## src/cdh_defs.vh

```
// constants for the character display host port
`ifndef CDH_DEFS_VH
`define CDH_DEFS_VH

// timing
`define CDH_CLK_PERIOD_NS 100
`define CDH_BUSY_NS 2000
`define CDH_BUSY_CYCLES ((`CDH_BUSY_NS + `CDH_CLK_PERIOD_NS - 1) / `CDH_CLK_PERIOD_NS)

// strap encodings
`define CDH_STRAP_PARALLEL 1'b1
`define CDH_STRAP_STYLE_68 1'b1

// text ram address ranges
`define CDH_TEXT_FIRST 7'h00
`define CDH_TEXT_1L_LAST 7'h4f
`define CDH_TEXT_L1_LAST 7'h27
`define CDH_TEXT_L2_FIRST 7'h40
`define CDH_TEXT_L2_LAST 7'h67

// serial frame: select bit, direction bit, eight data bits
`define CDH_SER_RS_BIT 4'd0
`define CDH_SER_RW_BIT 4'd1
`define CDH_SER_LAST_BIT 4'd9
`define CDH_SER_DONE 4'd10

// register offsets (byte addresses)
`define CDH_REG_CTRL 4'h0
`define CDH_REG_STATUS 4'h4

// control register fields and reset value
`define CDH_CTRL_PORT_EN 0
`define CDH_CTRL_RESET 1'b1

// status register fields
`define CDH_ST_PTR_LSB 0
`define CDH_ST_BUSY 8
`define CDH_ST_DL 9
`define CDH_ST_TWO_LINE 10
`define CDH_ST_DIR 11
`define CDH_ST_SHIFT 12
`define CDH_ST_GLYPH 13
`define CDH_ST_PS 14
`define CDH_ST_STYLE 15
`define CDH_ST_OFS_LSB 16

// reset values of mode state
`define CDH_DL_RESET 1'b1
`define CDH_TWO_LINE_RESET 1'b0
`define CDH_DIR_RESET 1'b1
`define CDH_SHIFT_RESET 1'b0

// axi responses
`define CDH_RESP_OKAY 2'b00
`define CDH_RESP_DECERR 2'b11

`endif

```

## src/cdh_sync.v

```verilog
// two flip-flop synchroniser for pin inputs
`default_nettype none

module cdh_sync #(
   parameter W = 14
) (
   // clock
   input wire clk,
   // pins in, synchronised out
   input wire [W-1:0] d_in,
   output wire [W-1:0] d_out
);

   reg [W-1:0] meta_q;
   reg [W-1:0] sync_q;

   // no reset: the edge detectors downstream load from these during reset
   genvar i;
   generate
      for (i = 0; i < W; i = i + 1) begin : g_bit
         always @(posedge clk) begin
            meta_q[i] <= d_in[i];
            sync_q[i] <= meta_q[i];
         end
      end
   endgenerate

   assign d_out = sync_q;

endmodule // cdh_sync

`default_nettype wire

```

## src/cdh_ram.v

```verilog
// single write port memory with asynchronous read
`default_nettype none

module cdh_ram #(
   parameter AW = 7,
   parameter DW = 8
) (
   // clock
   input wire clk,
   // write port
   input wire we,
   input wire [AW-1:0] waddr,
   input wire [DW-1:0] wdata,
   // read port
   input wire [AW-1:0] raddr,
   output wire [DW-1:0] rdata
);

   reg [DW-1:0] mem [0:(1<<AW)-1];

   always @(posedge clk) begin
      if (we) begin
         mem[waddr] <= wdata;
      end
   end

   assign rdata = mem[raddr];

endmodule // cdh_ram

`default_nettype wire

```

## src/cdh_port.v

```verilog
// host command and data port of the character display controller
// Notes on behaviour
// - status read returns busy on line 7, address pointer on lines 6..0.
// - while busy, new instructions are refused; when idle they are executed.
// - one address pointer serves glyph and text ram, set by the last instruction.
// - data write stores the byte in the ram last targeted by an address set.
// - after a data write the pointer steps by one, up or down per entry mode.
// - after a data write the entry mode shift setting shifts the display.
// - data read returns the byte of the targeted ram at the pointer.
// - parallel 8-bit in two bus styles or serial, chosen by two straps.
// - parallel transfers are ignored while serial is strapped.
// - 8-bit mode moves each byte on all eight lines in one transfer.
// - split bytes move high nibble first, then low nibble.
// - 4-bit mode is selected by instruction, not by strap.
// - in 4-bit mode only lines 7..4 are used; lines 3..0 ignored.
// - in 4-bit mode a transfer completes only after both nibbles.
// - in 4-bit mode a busy read also takes two nibbles.
// - data length bit 1 selects 8-bit, 0 selects 4-bit transfers.
// - each data access steps the text address up if direction is 1, else down.
// - single line text addresses run 00h to 4fh.
// - two line text addresses run 00h-27h and 40h-67h.
//
// Decided for this implementation: the AXI4-Lite slave port and the register addresses.
`include "cdh_defs.vh"
`default_nettype none

module cdh_port (
   // clock and reset
   input wire aclk,
   input wire aresetn,
   // axi4-lite write address
   input wire [3:0] awaddr,
   input wire awvalid,
   output wire awready,
   // axi4-lite write data
   input wire [31:0] wdata,
   input wire [3:0] wstrb,
   input wire wvalid,
   output wire wready,
   // axi4-lite write response
   output reg [1:0] bresp,
   output reg bvalid,
   input wire bready,
   // axi4-lite read address
   input wire [3:0] araddr,
   input wire arvalid,
   output wire arready,
   // axi4-lite read data
   output reg [31:0] rdata,
   output reg [1:0] rresp,
   output reg rvalid,
   input wire rready,
   // host port pins
   input wire register_select,
   input wire enable_or_read_strobe,
   input wire rw_or_write_strobe,
   input wire chip_select_low,
   input wire [7:0] data_line_in,
   output reg [7:0] data_line_out,
   output reg [7:0] data_line_oe,
   // straps
   input wire parallel_serial_strap,
   input wire bus_style_strap
);

   localparam integer BUSY_N = `CDH_BUSY_CYCLES;
   localparam [7:0] BUSY_LOAD = BUSY_N[7:0];

   // synchronised pins
   wire [13:0] pin_s;
   wire ps_s;
   wire style_s;
   wire csb_s;
   wire rs_s;
   wire e_s;
   wire rw_s;
   wire [7:0] db_s;

   cdh_sync #(.W(14)) u_sync (
      .clk(aclk),
      .d_in({parallel_serial_strap, bus_style_strap, chip_select_low, register_select,
             enable_or_read_strobe, rw_or_write_strobe, data_line_in}),
      .d_out(pin_s)
   );

   assign ps_s = pin_s[13];
   assign style_s = pin_s[12];
   assign csb_s = pin_s[11];
   assign rs_s = pin_s[10];
   assign e_s = pin_s[9];
   assign rw_s = pin_s[8];
   assign db_s = pin_s[7:0];

   // state
   reg ctrl_en_q;
   reg [6:0] ptr_q;
   reg glyph_q;
   reg dl_q;
   reg two_line_q;
   reg dir_q;
   reg shift_q;
   reg [6:0] ofs_q;
   reg [7:0] busy_cnt_q;
   reg nib_phase_q;
   reg [3:0] nib_hi_q;
   reg e_prev_q;
   reg rw_prev_q;
   reg sclk_prev_q;
   reg [3:0] ser_cnt_q;
   reg ser_rs_q;
   reg ser_rw_q;
   reg [6:0] ser_sh_q;
   reg [7:0] sdo_sh_q;

   wire busy = (busy_cnt_q != 8'h00);

   // pointer step with the text ram wrap points
   function [6:0] step_addr;
      input [6:0] a;
      input inc;
      input glyph;
      input two;
      begin
         if (glyph) begin
            step_addr = inc ? {1'b0, a[5:0] + 6'h01} : {1'b0, a[5:0] - 6'h01};
         end else if (!two) begin
            if (inc) begin
               step_addr = (a >= `CDH_TEXT_1L_LAST) ? `CDH_TEXT_FIRST : a + 7'h01;
            end else begin
               step_addr = (a == `CDH_TEXT_FIRST) ? `CDH_TEXT_1L_LAST : a - 7'h01;
            end
         end else if (inc) begin
            if (a == `CDH_TEXT_L1_LAST) begin
               step_addr = `CDH_TEXT_L2_FIRST;
            end else if (a >= `CDH_TEXT_L2_LAST) begin
               step_addr = `CDH_TEXT_FIRST;
            end else begin
               step_addr = a + 7'h01;
            end
         end else begin
            if (a == `CDH_TEXT_FIRST) begin
               step_addr = `CDH_TEXT_L2_LAST;
            end else if (a == `CDH_TEXT_L2_FIRST) begin
               step_addr = `CDH_TEXT_L1_LAST;
            end else begin
               step_addr = a - 7'h01;
            end
         end
      end
   endfunction

   // memories
   wire [7:0] text_rd;
   wire [7:0] glyph_rd;
   wire ram_we;
   wire [7:0] xfer_byte;

   cdh_ram #(.AW(7), .DW(8)) u_text (
      .clk(aclk),
      .we(ram_we & ~glyph_q),
      .waddr(ptr_q),
      .wdata(xfer_byte),
      .raddr(ptr_q),
      .rdata(text_rd)
   );

   cdh_ram #(.AW(6), .DW(8)) u_glyph (
      .clk(aclk),
      .we(ram_we & glyph_q),
      .waddr(ptr_q[5:0]),
      .wdata(xfer_byte),
      .raddr(ptr_q[5:0]),
      .rdata(glyph_rd)
   );

   wire [7:0] ram_byte = glyph_q ? glyph_rd : text_rd;
   wire [7:0] stat_byte = {busy, ptr_q};

   // parallel side: 6800 style uses enable plus direction, 8080 style two low strobes
   wire par_mode = ctrl_en_q & (ps_s == `CDH_STRAP_PARALLEL) & ~csb_s;
   wire style68 = (style_s == `CDH_STRAP_STYLE_68);
   wire read_write_select = style68 ? rw_s : ~e_s;
   wire e_fall = e_prev_q & ~e_s;
   wire rdb_rise = ~e_prev_q & e_s;
   wire wrb_rise = ~rw_prev_q & rw_s;
   wire par_wr = par_mode & (style68 ? (e_fall & ~rw_s) : wrb_rise);
   wire par_rd = par_mode & (style68 ? (e_fall & rw_s) : rdb_rise);
   wire par_rd_act = par_mode & (style68 ? (e_s & rw_s) : ~e_s);
   wire par_last = dl_q | nib_phase_q;
   wire [7:0] par_byte = dl_q ? db_s : {nib_hi_q, db_s[7:4]};

   // serial side
   wire ser_mode = ctrl_en_q & (ps_s != `CDH_STRAP_PARALLEL);
   wire ser_sel = ser_mode & ~csb_s;
   wire sclk_s = db_s[5];
   wire sdi_s = db_s[7];
   wire sclk_rise = ser_sel & ~sclk_prev_q & sclk_s;
   wire ser_done = sclk_rise & (ser_cnt_q == `CDH_SER_LAST_BIT);

   // one completed transfer from either side
   wire xfer_go = ((par_wr | par_rd) & par_last) | ser_done;
   wire xfer_rs = ser_done ? ser_rs_q : rs_s;
   wire xfer_rd = ser_done ? ser_rw_q : par_rd;
   assign xfer_byte = ser_done ? {ser_sh_q, sdi_s} : par_byte;

   wire exec_wr = xfer_go & ~xfer_rd & ~busy;
   assign ram_we = exec_wr & xfer_rs;

   // nibble pairing and pin edge history
   always @(posedge aclk) begin
      e_prev_q <= e_s;
      rw_prev_q <= rw_s;
      sclk_prev_q <= sclk_s;
      if (!aresetn) begin
         nib_phase_q <= 1'b0;
         nib_hi_q <= 4'h0;
      end else if (dl_q || !par_mode) begin
         nib_phase_q <= 1'b0;
      end else if (par_wr || par_rd) begin
         nib_phase_q <= ~nib_phase_q;
         if (!nib_phase_q) begin
            nib_hi_q <= db_s[7:4];
         end
      end
   end

   // serial frame: select bit, direction bit, then data msb first
   always @(posedge aclk) begin
      if (!aresetn || !ser_sel) begin
         ser_cnt_q <= 4'h0;
         ser_rs_q <= 1'b0;
         ser_rw_q <= 1'b0;
         ser_sh_q <= 7'h00;
         sdo_sh_q <= 8'h00;
      end else if (sclk_rise && ser_cnt_q != `CDH_SER_DONE) begin
         ser_cnt_q <= ser_cnt_q + 4'h1;
         if (ser_cnt_q == `CDH_SER_RS_BIT) begin
            ser_rs_q <= sdi_s;
         end else if (ser_cnt_q == `CDH_SER_RW_BIT) begin
            ser_rw_q <= sdi_s;
            sdo_sh_q <= ser_rs_q ? ram_byte : stat_byte;
         end else begin
            ser_sh_q <= {ser_sh_q[5:0], sdi_s};
            sdo_sh_q <= {sdo_sh_q[6:0], 1'b0};
         end
      end
   end

   // instruction execution, pointer and busy timer
   always @(posedge aclk) begin
      if (!aresetn) begin
         ptr_q <= 7'h00;
         glyph_q <= 1'b0;
         dl_q <= `CDH_DL_RESET;
         two_line_q <= `CDH_TWO_LINE_RESET;
         dir_q <= `CDH_DIR_RESET;
         shift_q <= `CDH_SHIFT_RESET;
         ofs_q <= 7'h00;
         busy_cnt_q <= 8'h00;
      end else if (exec_wr) begin
         busy_cnt_q <= BUSY_LOAD;
         if (xfer_rs) begin
            ptr_q <= step_addr(ptr_q, dir_q, glyph_q, two_line_q);
            if (shift_q) begin
               ofs_q <= dir_q ? ofs_q + 7'h01 : ofs_q - 7'h01;
            end
         end else begin
            casez (xfer_byte)
               8'b1???????: begin
                  ptr_q <= xfer_byte[6:0];
                  glyph_q <= 1'b0;
               end
               8'b01??????: begin
                  ptr_q <= {1'b0, xfer_byte[5:0]};
                  glyph_q <= 1'b1;
               end
               8'b001?????: begin
                  dl_q <= xfer_byte[4];
                  two_line_q <= xfer_byte[3];
               end
               8'b0001????: begin
                  if (!xfer_byte[3]) begin
                     ptr_q <= step_addr(ptr_q, xfer_byte[2], glyph_q, two_line_q);
                  end else begin
                     ofs_q <= xfer_byte[2] ? ofs_q - 7'h01 : ofs_q + 7'h01;
                  end
               end
               8'b000001??: begin
                  dir_q <= xfer_byte[1];
                  shift_q <= xfer_byte[0];
               end
               8'b0000001?: begin
                  ptr_q <= 7'h00;
                  glyph_q <= 1'b0;
                  ofs_q <= 7'h00;
               end
               8'b00000001: begin
                  ptr_q <= 7'h00;
                  glyph_q <= 1'b0;
                  ofs_q <= 7'h00;
                  dir_q <= 1'b1;
               end
               default: begin
                  ptr_q <= ptr_q;
               end
            endcase
         end
      end else begin
         if (busy) begin
            busy_cnt_q <= busy_cnt_q - 8'h01;
         end
         // a data read also steps the pointer once both nibbles are out
         if (xfer_go && xfer_rd && xfer_rs) begin
            ptr_q <= step_addr(ptr_q, dir_q, glyph_q, two_line_q);
         end
      end
   end

   // pin drive, registered; lines 3..0 stay released in 4-bit mode
   wire [7:0] par_out = par_rs_byte(rs_s, ram_byte, stat_byte);

   function [7:0] par_rs_byte;
      input rs;
      input [7:0] rb;
      input [7:0] sb;
      begin
         par_rs_byte = rs ? rb : sb;
      end
   endfunction

   always @(posedge aclk) begin
      if (!aresetn) begin
         data_line_out <= 8'h00;
         data_line_oe <= 8'h00;
      end else if (par_rd_act && read_write_select) begin
         if (dl_q) begin
            data_line_out <= par_out;
            data_line_oe <= 8'hff;
         end else begin
            data_line_out <= {nib_phase_q ? par_out[3:0] : par_out[7:4], 4'h0};
            data_line_oe <= 8'hf0;
         end
      end else if (ser_sel && ser_rw_q && ser_cnt_q >= 4'd2) begin
         data_line_out <= {1'b0, sdo_sh_q[7], 6'h00};
         data_line_oe <= 8'h40;
      end else begin
         data_line_out <= 8'h00;
         data_line_oe <= 8'h00;
      end
   end

   // axi4-lite write channel
   reg aw_have_q;
   reg w_have_q;
   reg [3:0] aw_addr_q;
   reg [31:0] w_data_q;
   reg [3:0] w_strb_q;

   assign awready = ~aw_have_q & ~bvalid;
   assign wready = ~w_have_q & ~bvalid;

   always @(posedge aclk) begin
      if (!aresetn) begin
         aw_have_q <= 1'b0;
         w_have_q <= 1'b0;
         aw_addr_q <= 4'h0;
         w_data_q <= 32'h0000_0000;
         w_strb_q <= 4'h0;
         bvalid <= 1'b0;
         bresp <= `CDH_RESP_OKAY;
         ctrl_en_q <= `CDH_CTRL_RESET;
      end else begin
         if (awvalid && awready) begin
            aw_have_q <= 1'b1;
            aw_addr_q <= awaddr;
         end
         if (wvalid && wready) begin
            w_have_q <= 1'b1;
            w_data_q <= wdata;
            w_strb_q <= wstrb;
         end
         if (aw_have_q && w_have_q && !bvalid) begin
            aw_have_q <= 1'b0;
            w_have_q <= 1'b0;
            bvalid <= 1'b1;
            if (aw_addr_q == `CDH_REG_CTRL) begin
               bresp <= `CDH_RESP_OKAY;
               if (w_strb_q[0]) begin
                  ctrl_en_q <= w_data_q[`CDH_CTRL_PORT_EN];
               end
            end else if (aw_addr_q == `CDH_REG_STATUS) begin
               bresp <= `CDH_RESP_OKAY;
            end else begin
               bresp <= `CDH_RESP_DECERR;
            end
         end else if (bvalid && bready) begin
            bvalid <= 1'b0;
         end
      end
   end

   // axi4-lite read channel
   wire [31:0] status_word = {8'h00, 1'b0, ofs_q, style_s, ps_s, glyph_q, shift_q, dir_q,
                              two_line_q, dl_q, busy, 1'b0, ptr_q};

   assign arready = ~rvalid;

   always @(posedge aclk) begin
      if (!aresetn) begin
         rvalid <= 1'b0;
         rdata <= 32'h0000_0000;
         rresp <= `CDH_RESP_OKAY;
      end else if (arvalid && arready) begin
         rvalid <= 1'b1;
         if (araddr == `CDH_REG_CTRL) begin
            rdata <= {31'h0000_0000, ctrl_en_q};
            rresp <= `CDH_RESP_OKAY;
         end else if (araddr == `CDH_REG_STATUS) begin
            rdata <= status_word;
            rresp <= `CDH_RESP_OKAY;
         end else begin
            rdata <= 32'h0000_0000;
            rresp <= `CDH_RESP_DECERR;
         end
      end else if (rvalid && rready) begin
         rvalid <= 1'b0;
      end
   end

endmodule // cdh_port

`default_nettype wire

```

## config.mk

```make
export PLATFORM = sky130hd
export DESIGN_NAME = cdh_port
export DESIGN_NICKNAME = d
export VERILOG_FILES = /design/src/cdh_sync.v /design/src/cdh_ram.v /design/src/cdh_port.v
export VERILOG_INCLUDE_DIRS = /design/src
export SDC_FILE = /design/constraint.sdc
export NUM_CORES = 2
export LEC_CHECK = 0
export BUFFER_PORTS_ARGS = -buffer_cell sky130_fd_sc_hd__buf_2
export CAP_MARGIN = 20
export CORE_MARGIN = 2
export CORE_UTILIZATION = 60
export DETAILED_ROUTE_END_ITERATION = 8
export PLACE_DENSITY_LB_ADDON = 0.08
export SLEW_MARGIN = 40
export SYNTH_ARGS = -nofsm -noshare
export SYNTH_HDL_FRONTEND = slang
export SYNTH_SLANG_ARGS = --single-unit
```

## constraint.sdc

```tcl
create_clock -name aclk -period 12.4 [get_ports aclk]
set_input_delay 2.48 -clock aclk [delete_from_list [all_inputs] [get_ports aclk]]
set_output_delay 2.48 -clock aclk [all_outputs]
set_load 0.005 [all_outputs]
```

Word level (Yosys, flattened, before mapping)
Memory sizes are Yosys's and may differ from the RTL's. A register that Yosys moved wholly into a read port is not among the register bits.
Index checks and enable logic that the tools add are counted.
{"block": "totals", "reg_bits": 147, "latch_bits": 0, "ram_bits": 1536, "rom_bits": 0, "inputBits": 65, "elab_cells": 254, "n_memories": 2}
{"memory": "u_text.mem", "words": 128, "width": 8, "read_ports": 1, "rd_ports_with_merged_regs": 1, "wr": 1, "line_no": "cdh_ram.v:19", "source": "reg [DW-1:0] mem [0:(1<<AW)-1];"}
{"memory": "u_glyph.mem", "words": 64, "width": 8, "read_ports": 1, "rd_ports_with_merged_regs": 1, "wr": 1, "line_no": "cdh_ram.v:19"}
{"block": "classes", "add_sub_neg": 8, "mul": 0, "div": 0, "n_lt_le_gt_ge": 3, "eq_ne": 17, "shifts": 0, "mux": 68, "bitwise": 47, "n_reduce_logical": 49}
{"op": "7-bit two-way mux", "count": 27}
{"op": "8-bit two-way mux", "count": 9}
{"op": "23-bit two-way mux", "count": 2}
{"op": "7-bit case mux with 4 select lines", "count": 1}
{"op": "3-bit AND reduction", "count": 9}
{"op": "1-bit AND", "count": 24}
{"op": "6-bit two-way mux", "count": 4}
{"op": "1-bit NOT", "count": 20}
{"op": "7-bit by 1-bit adder with 7-bit output, second input constant", "count": 2}
{"op": "7-bit >= comparator, second input constant", "count": 2}
{"op": "1-bit two-way mux", "count": 14}
{"op": "7-bit case mux with 2 select lines", "count": 1}
{"op": "7-bit by 1-bit subtractor with 7-bit output, second input constant", "count": 2}
{"op": "1-bit logical AND", "count": 13}
{"op": "4-bit zero test", "count": 3}
{"op": "2-bit nonzero test", "count": 6}
{"op": "5-bit two-way mux", "count": 2}
{"op": "4-bit by 1-bit equality test with 1-bit output, second input constant", "count": 2}
{"op": "4-bit by 3-bit equality test with 1-bit output, second input constant", "count": 2}
{"op": "8-bit by 1-bit equality test with 1-bit output, second input constant", "count": 1}
{"op": "2-bit two-way mux", "count": 4}
{"op": "4-bit two-way mux", "count": 2}
{"op": "4-bit != test, second input constant", "count": 2}
{"op": "8-bit nonzero test", "count": 1}
{"op": "other kinds (25)", "count": 37}

Longest topological paths before layout
{"block": "depth", "depth_word": 16, "depth_mapped": 14, "mapped_depth_nobuf": 11}

By module
Synthesis repeated with hierarchy kept, for this count alone.
{"block": "hier_totals", "hier_cells": 3410, "hier_area_um2": 66341.1}
{"module": "cdh_ram (u_text)", "instances": 1, "cells_each": 1627, "area_per_inst_um2": 39505.4, "seq_area_each_um2": 30749.5}
{"module": "cdh_ram (u_glyph)", "instances": 1, "cells_each": 964, "area_per_inst_um2": 20030.5, "seq_area_each_um2": 15374.7}
{"module": "cdh_port", "instances": 1, "cells_each": 791, "area_per_inst_um2": 6244.7, "seq_area_each_um2": 2042.0}
{"module": "cdh_sync", "instances": 1, "cells_each": 28, "area_per_inst_um2": 560.5, "seq_area_each_um2": 560.5}

Worst setup path after synthesis
Ideal clock, no wire load.
{"block": "synth_timing", "kind": "register to register", "from": "register ser_cnt_q[1]", "to": "memory u_glyph.mem[0][0] (data pin)", "setup_time_ps": 1721, "t_arrival_ps": 8898, "required_ps": 10679, "slack_ps": 1781, "path_stages_with_launch": 8, "path_buffers": 2, "synth_period_minus_slack_ps": 10619, "path_cell_list": "dfxtp_1 -> inv_1 -> ha_1 -> nand3b_1 -> nor3_1 -> clkbuf_1 -> clkbuf_1 -> o21ai_0"}
{"block": "synth_between", "elab_chain_cells": 3}
{"element": "start, declared", "line_no": "cdh_port.v:109", "source": "reg [3:0] ser_cnt_q;"}
{"element": "start signal, assigned", "line_no": "cdh_port.v:236", "source": "ser_cnt_q <= ser_cnt_q + 4'h1;"}
{"element": "4-bit equality test (no line)"}
{"element": "1-bit AND", "line_no": "cdh_port.v:198", "source": "wire ser_done = sclk_rise & (ser_cnt_q == `CDH_SER_LAST_BIT);"}
{"element": "8-bit two-way mux", "line_no": "cdh_port.v:204", "source": "assign xfer_byte = ser_done ? {ser_sh_q, sdi_s} : par_byte;"}
{"element": "net u_glyph.wdata[0]", "line_no": "cdh_ram.v:13", "source": "input wire [DW-1:0] wdata,"}
{"element": "end, declared", "line_no": "cdh_ram.v:19"}
The timed path passes the listed nets, and every way through them passes these cells.

==> reports/results.txt <==
Post-Layout Inst Area: 73,800 sq um
Root Driver: clkbuf_16
crit path cell chain: buf_12 > buf_16 > buf_4 > buf_4 > mux4_2 > mux2_2 > a22oi_1 > a22oi_1 > o211ai_1 > nor3_2 > mux4_2 > and2_1
Avg WL per Cell: 31.1 microns
Overflow after GRT: 0
DIE AREA: 113,000 sq um
total negative slack: 0 ns
register area share after synthesis: 0.737
max cap viols: 0
ratio of cells with drive above 1 in the final layout: 0.226
VDD IR max: 145 uV
Rows: 121
number of global-route vias before repair: 35,192
Hold Crit Class: reg -> reg
slowest CP cell: dfxtp_4
largest net degree at the start of global routing: 195
WP data arrival: 6.24 ns
GPL Wtd Cong: 0.879
Residual DRC: 0
Final Skew: 0.0214 ns
port bufs: 77
Clock Latency Late Sink: 0.76 ns
Worst Tran Pin Value: 0.898 ns
die width: 336 microns
cell family with most CP delay: buffers and inverters
Post-synth EDFFs: 1,536
pwr/cell area: 159 nW/um^2
Vias: 35,762
Worst setup SP type: flop
io pins: 122
CTS max path bufs: 3
warnings from Yosys: 0
relative max-transition margin: 0.396
Core Area: 109,000 sq um
Sink Count: 1,673
vias per inst: 6.73
wire length of the first global-routing pass: 241,000 microns
antenna cells: 0
Detail Route Antenna Nets: 0
CP bufs+invs: 4
WP data required: 13.05 ns
CTS resizes: 0
Total GRT Usage: 0.297
Max Freq: 179 MHz
async set or reset register ratio after synthesis: 0
drt first pass iters: 6
Worst-path clk slew: 0.06 ns
hold buffers post-CTS: 0
Initial Utilization: 0.607
critical path type: reg -> reg
Yosys reg bits: 1,673
CTS tree: built
Tmin final: 5.60 ns
status: completed
Finish-stage setup viols: 0
1st-iter DRT viols: 4,611
Cell variety after synth: 85
Area Overhead vs Synth: 11.2%
initial antenna violation count: 1
Final Slew Violations: 0
CP Max Fanout: 66
period utilization: 0.452
Synth Area per Inst: 18.3 sq um
die height: 336 microns
Post-Synthesis Cells: 3,615
Layout Nets: 3,785
Synth Flop Type: edfxtp_1
Setup Fix Bufs, Post-CTS: 0
Worst Min Path Start: u_sync.meta_q[1]
final hold violations: 0
synthesized cell area: 66,300 sq um
depth of the CTS H-tree: 4
Pleak: 22.7 nW
RSZ-0062 raised after global routing: no
total routed wirelength: 166,000 microns
DP HPWL: 99,600 microns
CP endpoint kind: flop
cts bufs inserted: 164
CP max stage delay: 0.73 ns
Cell Area, Placed: 68,300 sq um
kinds of logic after synthesis:
| kind of cell | after synthesis | share of synthesized area |
|---|---|---|
| muxes | 524 | 0.148 |
| AOI/OAI and AO/OA | 413 | 0.0441 |
| xor gates and xnor gates | 22 | 0.00291 |
| other | 1 | 0.0000565 |
| buffers and inverters | 265 | 0.0178 |
| adders and majority gates | 9 | 0.00170 |
| DFF | 1673 | 0.737 |
| and+or+nand+nor | 708 | 0.0486 |
worst paths after layout:
| kind | endpoint | cells past startpoint | slack, ns |
|---|---|---|---|
| setup / recovery | data_line_out[4] | 12 | 6.80 |
| hold / removal | u_sync.d_out[1] | 0 | 0.33 |
| setup reg to reg | data_line_out[4] | 12 | 6.80 |
| hold reg to reg | u_sync.d_out[1] | 0 | 0.33 |
per-layer routing:
layer / track usage / share of wire / vias up / wire [microns]
met2: 0.468 / 0.48 / 1995 / 79800
met5: 0 / 0.000085 / - / 14
met4: 0.0919 / 0.028 / 2 / 4650
met3: 0.0576 / 0.097 / 296 / 16100
li1: - / - / 14816 / -
met1: 0.429 / 0.39 / 18653 / 65000
stage by stage:
stage               hold slack [ns]  total power, mW  utilization  worst slack [ns]  cells
global route                  0.340             12.1        0.675              6.47   5316
CTS                           0.333             11.8        0.672              6.63   5311
finish                        0.330             11.7        0.675              6.80   5316
detailed placement            0.312             7.04        0.625              6.66   5016
floorplan                     0.310             6.80            -              1.78   3624
global placement              0.312             7.02        0.624              6.64   5014
state kept, by name, indices dropped and copies added (netlist names), 4 cells and up, named ones only:
name and flops:
aw_addr_q 4, ofs_q 7, ptr_q 7, ser_cnt_q 4, rdata 22, u_sync.d_out 14, u_glyph.mem 512, ser_sh_q 7
u_text.mem 1024, busy_cnt_q 8, u_sync.meta_q 14, nib_hi_q 4, sdo_sh_q 8, data_line_out 8
cells in the mapped netlist, drive strengths merged, types with 5 or more instances:
cell type / n / area [sq um]
o21ai: 56 / 284
o211ai: 18 / 135
and3: 9 / 56.3
clkbuf: 107 / 402
or3: 14 / 87.6
mux2: 15 / 169
a21oi: 72 / 360
a311oi: 9 / 78.8
nand3b: 7 / 52.6
o31ai: 7 / 52.6
edfxtp: 1536 / 46100
a21boi: 6 / 45.0
dfxtp: 137 / 2740
a31oi: 10 / 62.6
nand2: 152 / 571
xor2: 7 / 61.3
a41oi: 5 / 43.8
nand3: 39 / 208
a32oi: 6 / 52.6
o2111ai: 10 / 87.6
nand2b: 18 / 113
a22o: 19 / 166
a221oi: 23 / 201
nand4: 16 / 100
xnor2: 15 / 131
nor4: 14 / 87.6
mux4: 361 / 8130
or2: 10 / 62.6
nor2b: 21 / 131
o221ai: 19 / 184
mux2i: 148 / 1510
nor3: 46 / 246
nor2: 322 / 1210
ha: 9 / 113
and2: 15 / 93.8
nor3b: 9 / 67.6
o22ai: 28 / 175
a22oi: 69 / 518
buf: 126 / 662
a211oi: 17 / 128
inv: 30 / 113
worst register-to-register path, cell delays in order, from the launching register on:
cell and delay [ns]:
dfxtp_4 0.73, buf_12 0.33, buf_16 0.49, buf_4 0.68, buf_4 0.57, mux4_2 0.60, mux2_2 0.31, a22oi_1 0.34
a22oi_1 0.23, o211ai_1 0.35, nor3_2 0.19, mux4_2 0.51, and2_1 0.16
cell type report:
class                           count  area [sq um]
Clock buffer                      223          4430
Clock inverter                     72           711
Fill cell                        7094         35500
Inverter                           32           145
Multi-Input combinational cell   1686         16600
Sequential cell                  1673         48900
Tap cell                         1476          1850
Timing Repair Buffer              154          1140
power breakdown:
part / switching (mW) / internal (mW) / leakage [nW]
combinational: 0.475 / 0.255 / 5.27
sequential: 0.0312 / 6.17 / 14.9
clock: 2.02 / 2.79 / 2.50
total: 2.53 / 9.22 / 22.7
layout by cell type (no fill, tap or decap), types with 18 or more instances in the layout:
cell,n
edfxtp_1,1536
mux4_2,361
nor2_1,257
clkbuf_16,168
nand2_1,151
mux2i_1,145
dfxtp_1,130
buf_2,78
a21oi_1,70
a22oi_1,69
nor2_2,65
buf_4,57
clkbuf_1,53
o21ai_0,49
nor3_1,39
nand3_1,38
clkinv_1,31
o22ai_1,28
inv_1,25
a221oi_1,23
clkinv_2,20
a22o_1,19
nand2b_1,18
nor2b_1,18
o221ai_1,18
o211ai_1,18
Note: power is estimated with default switching activity, not from simulation.
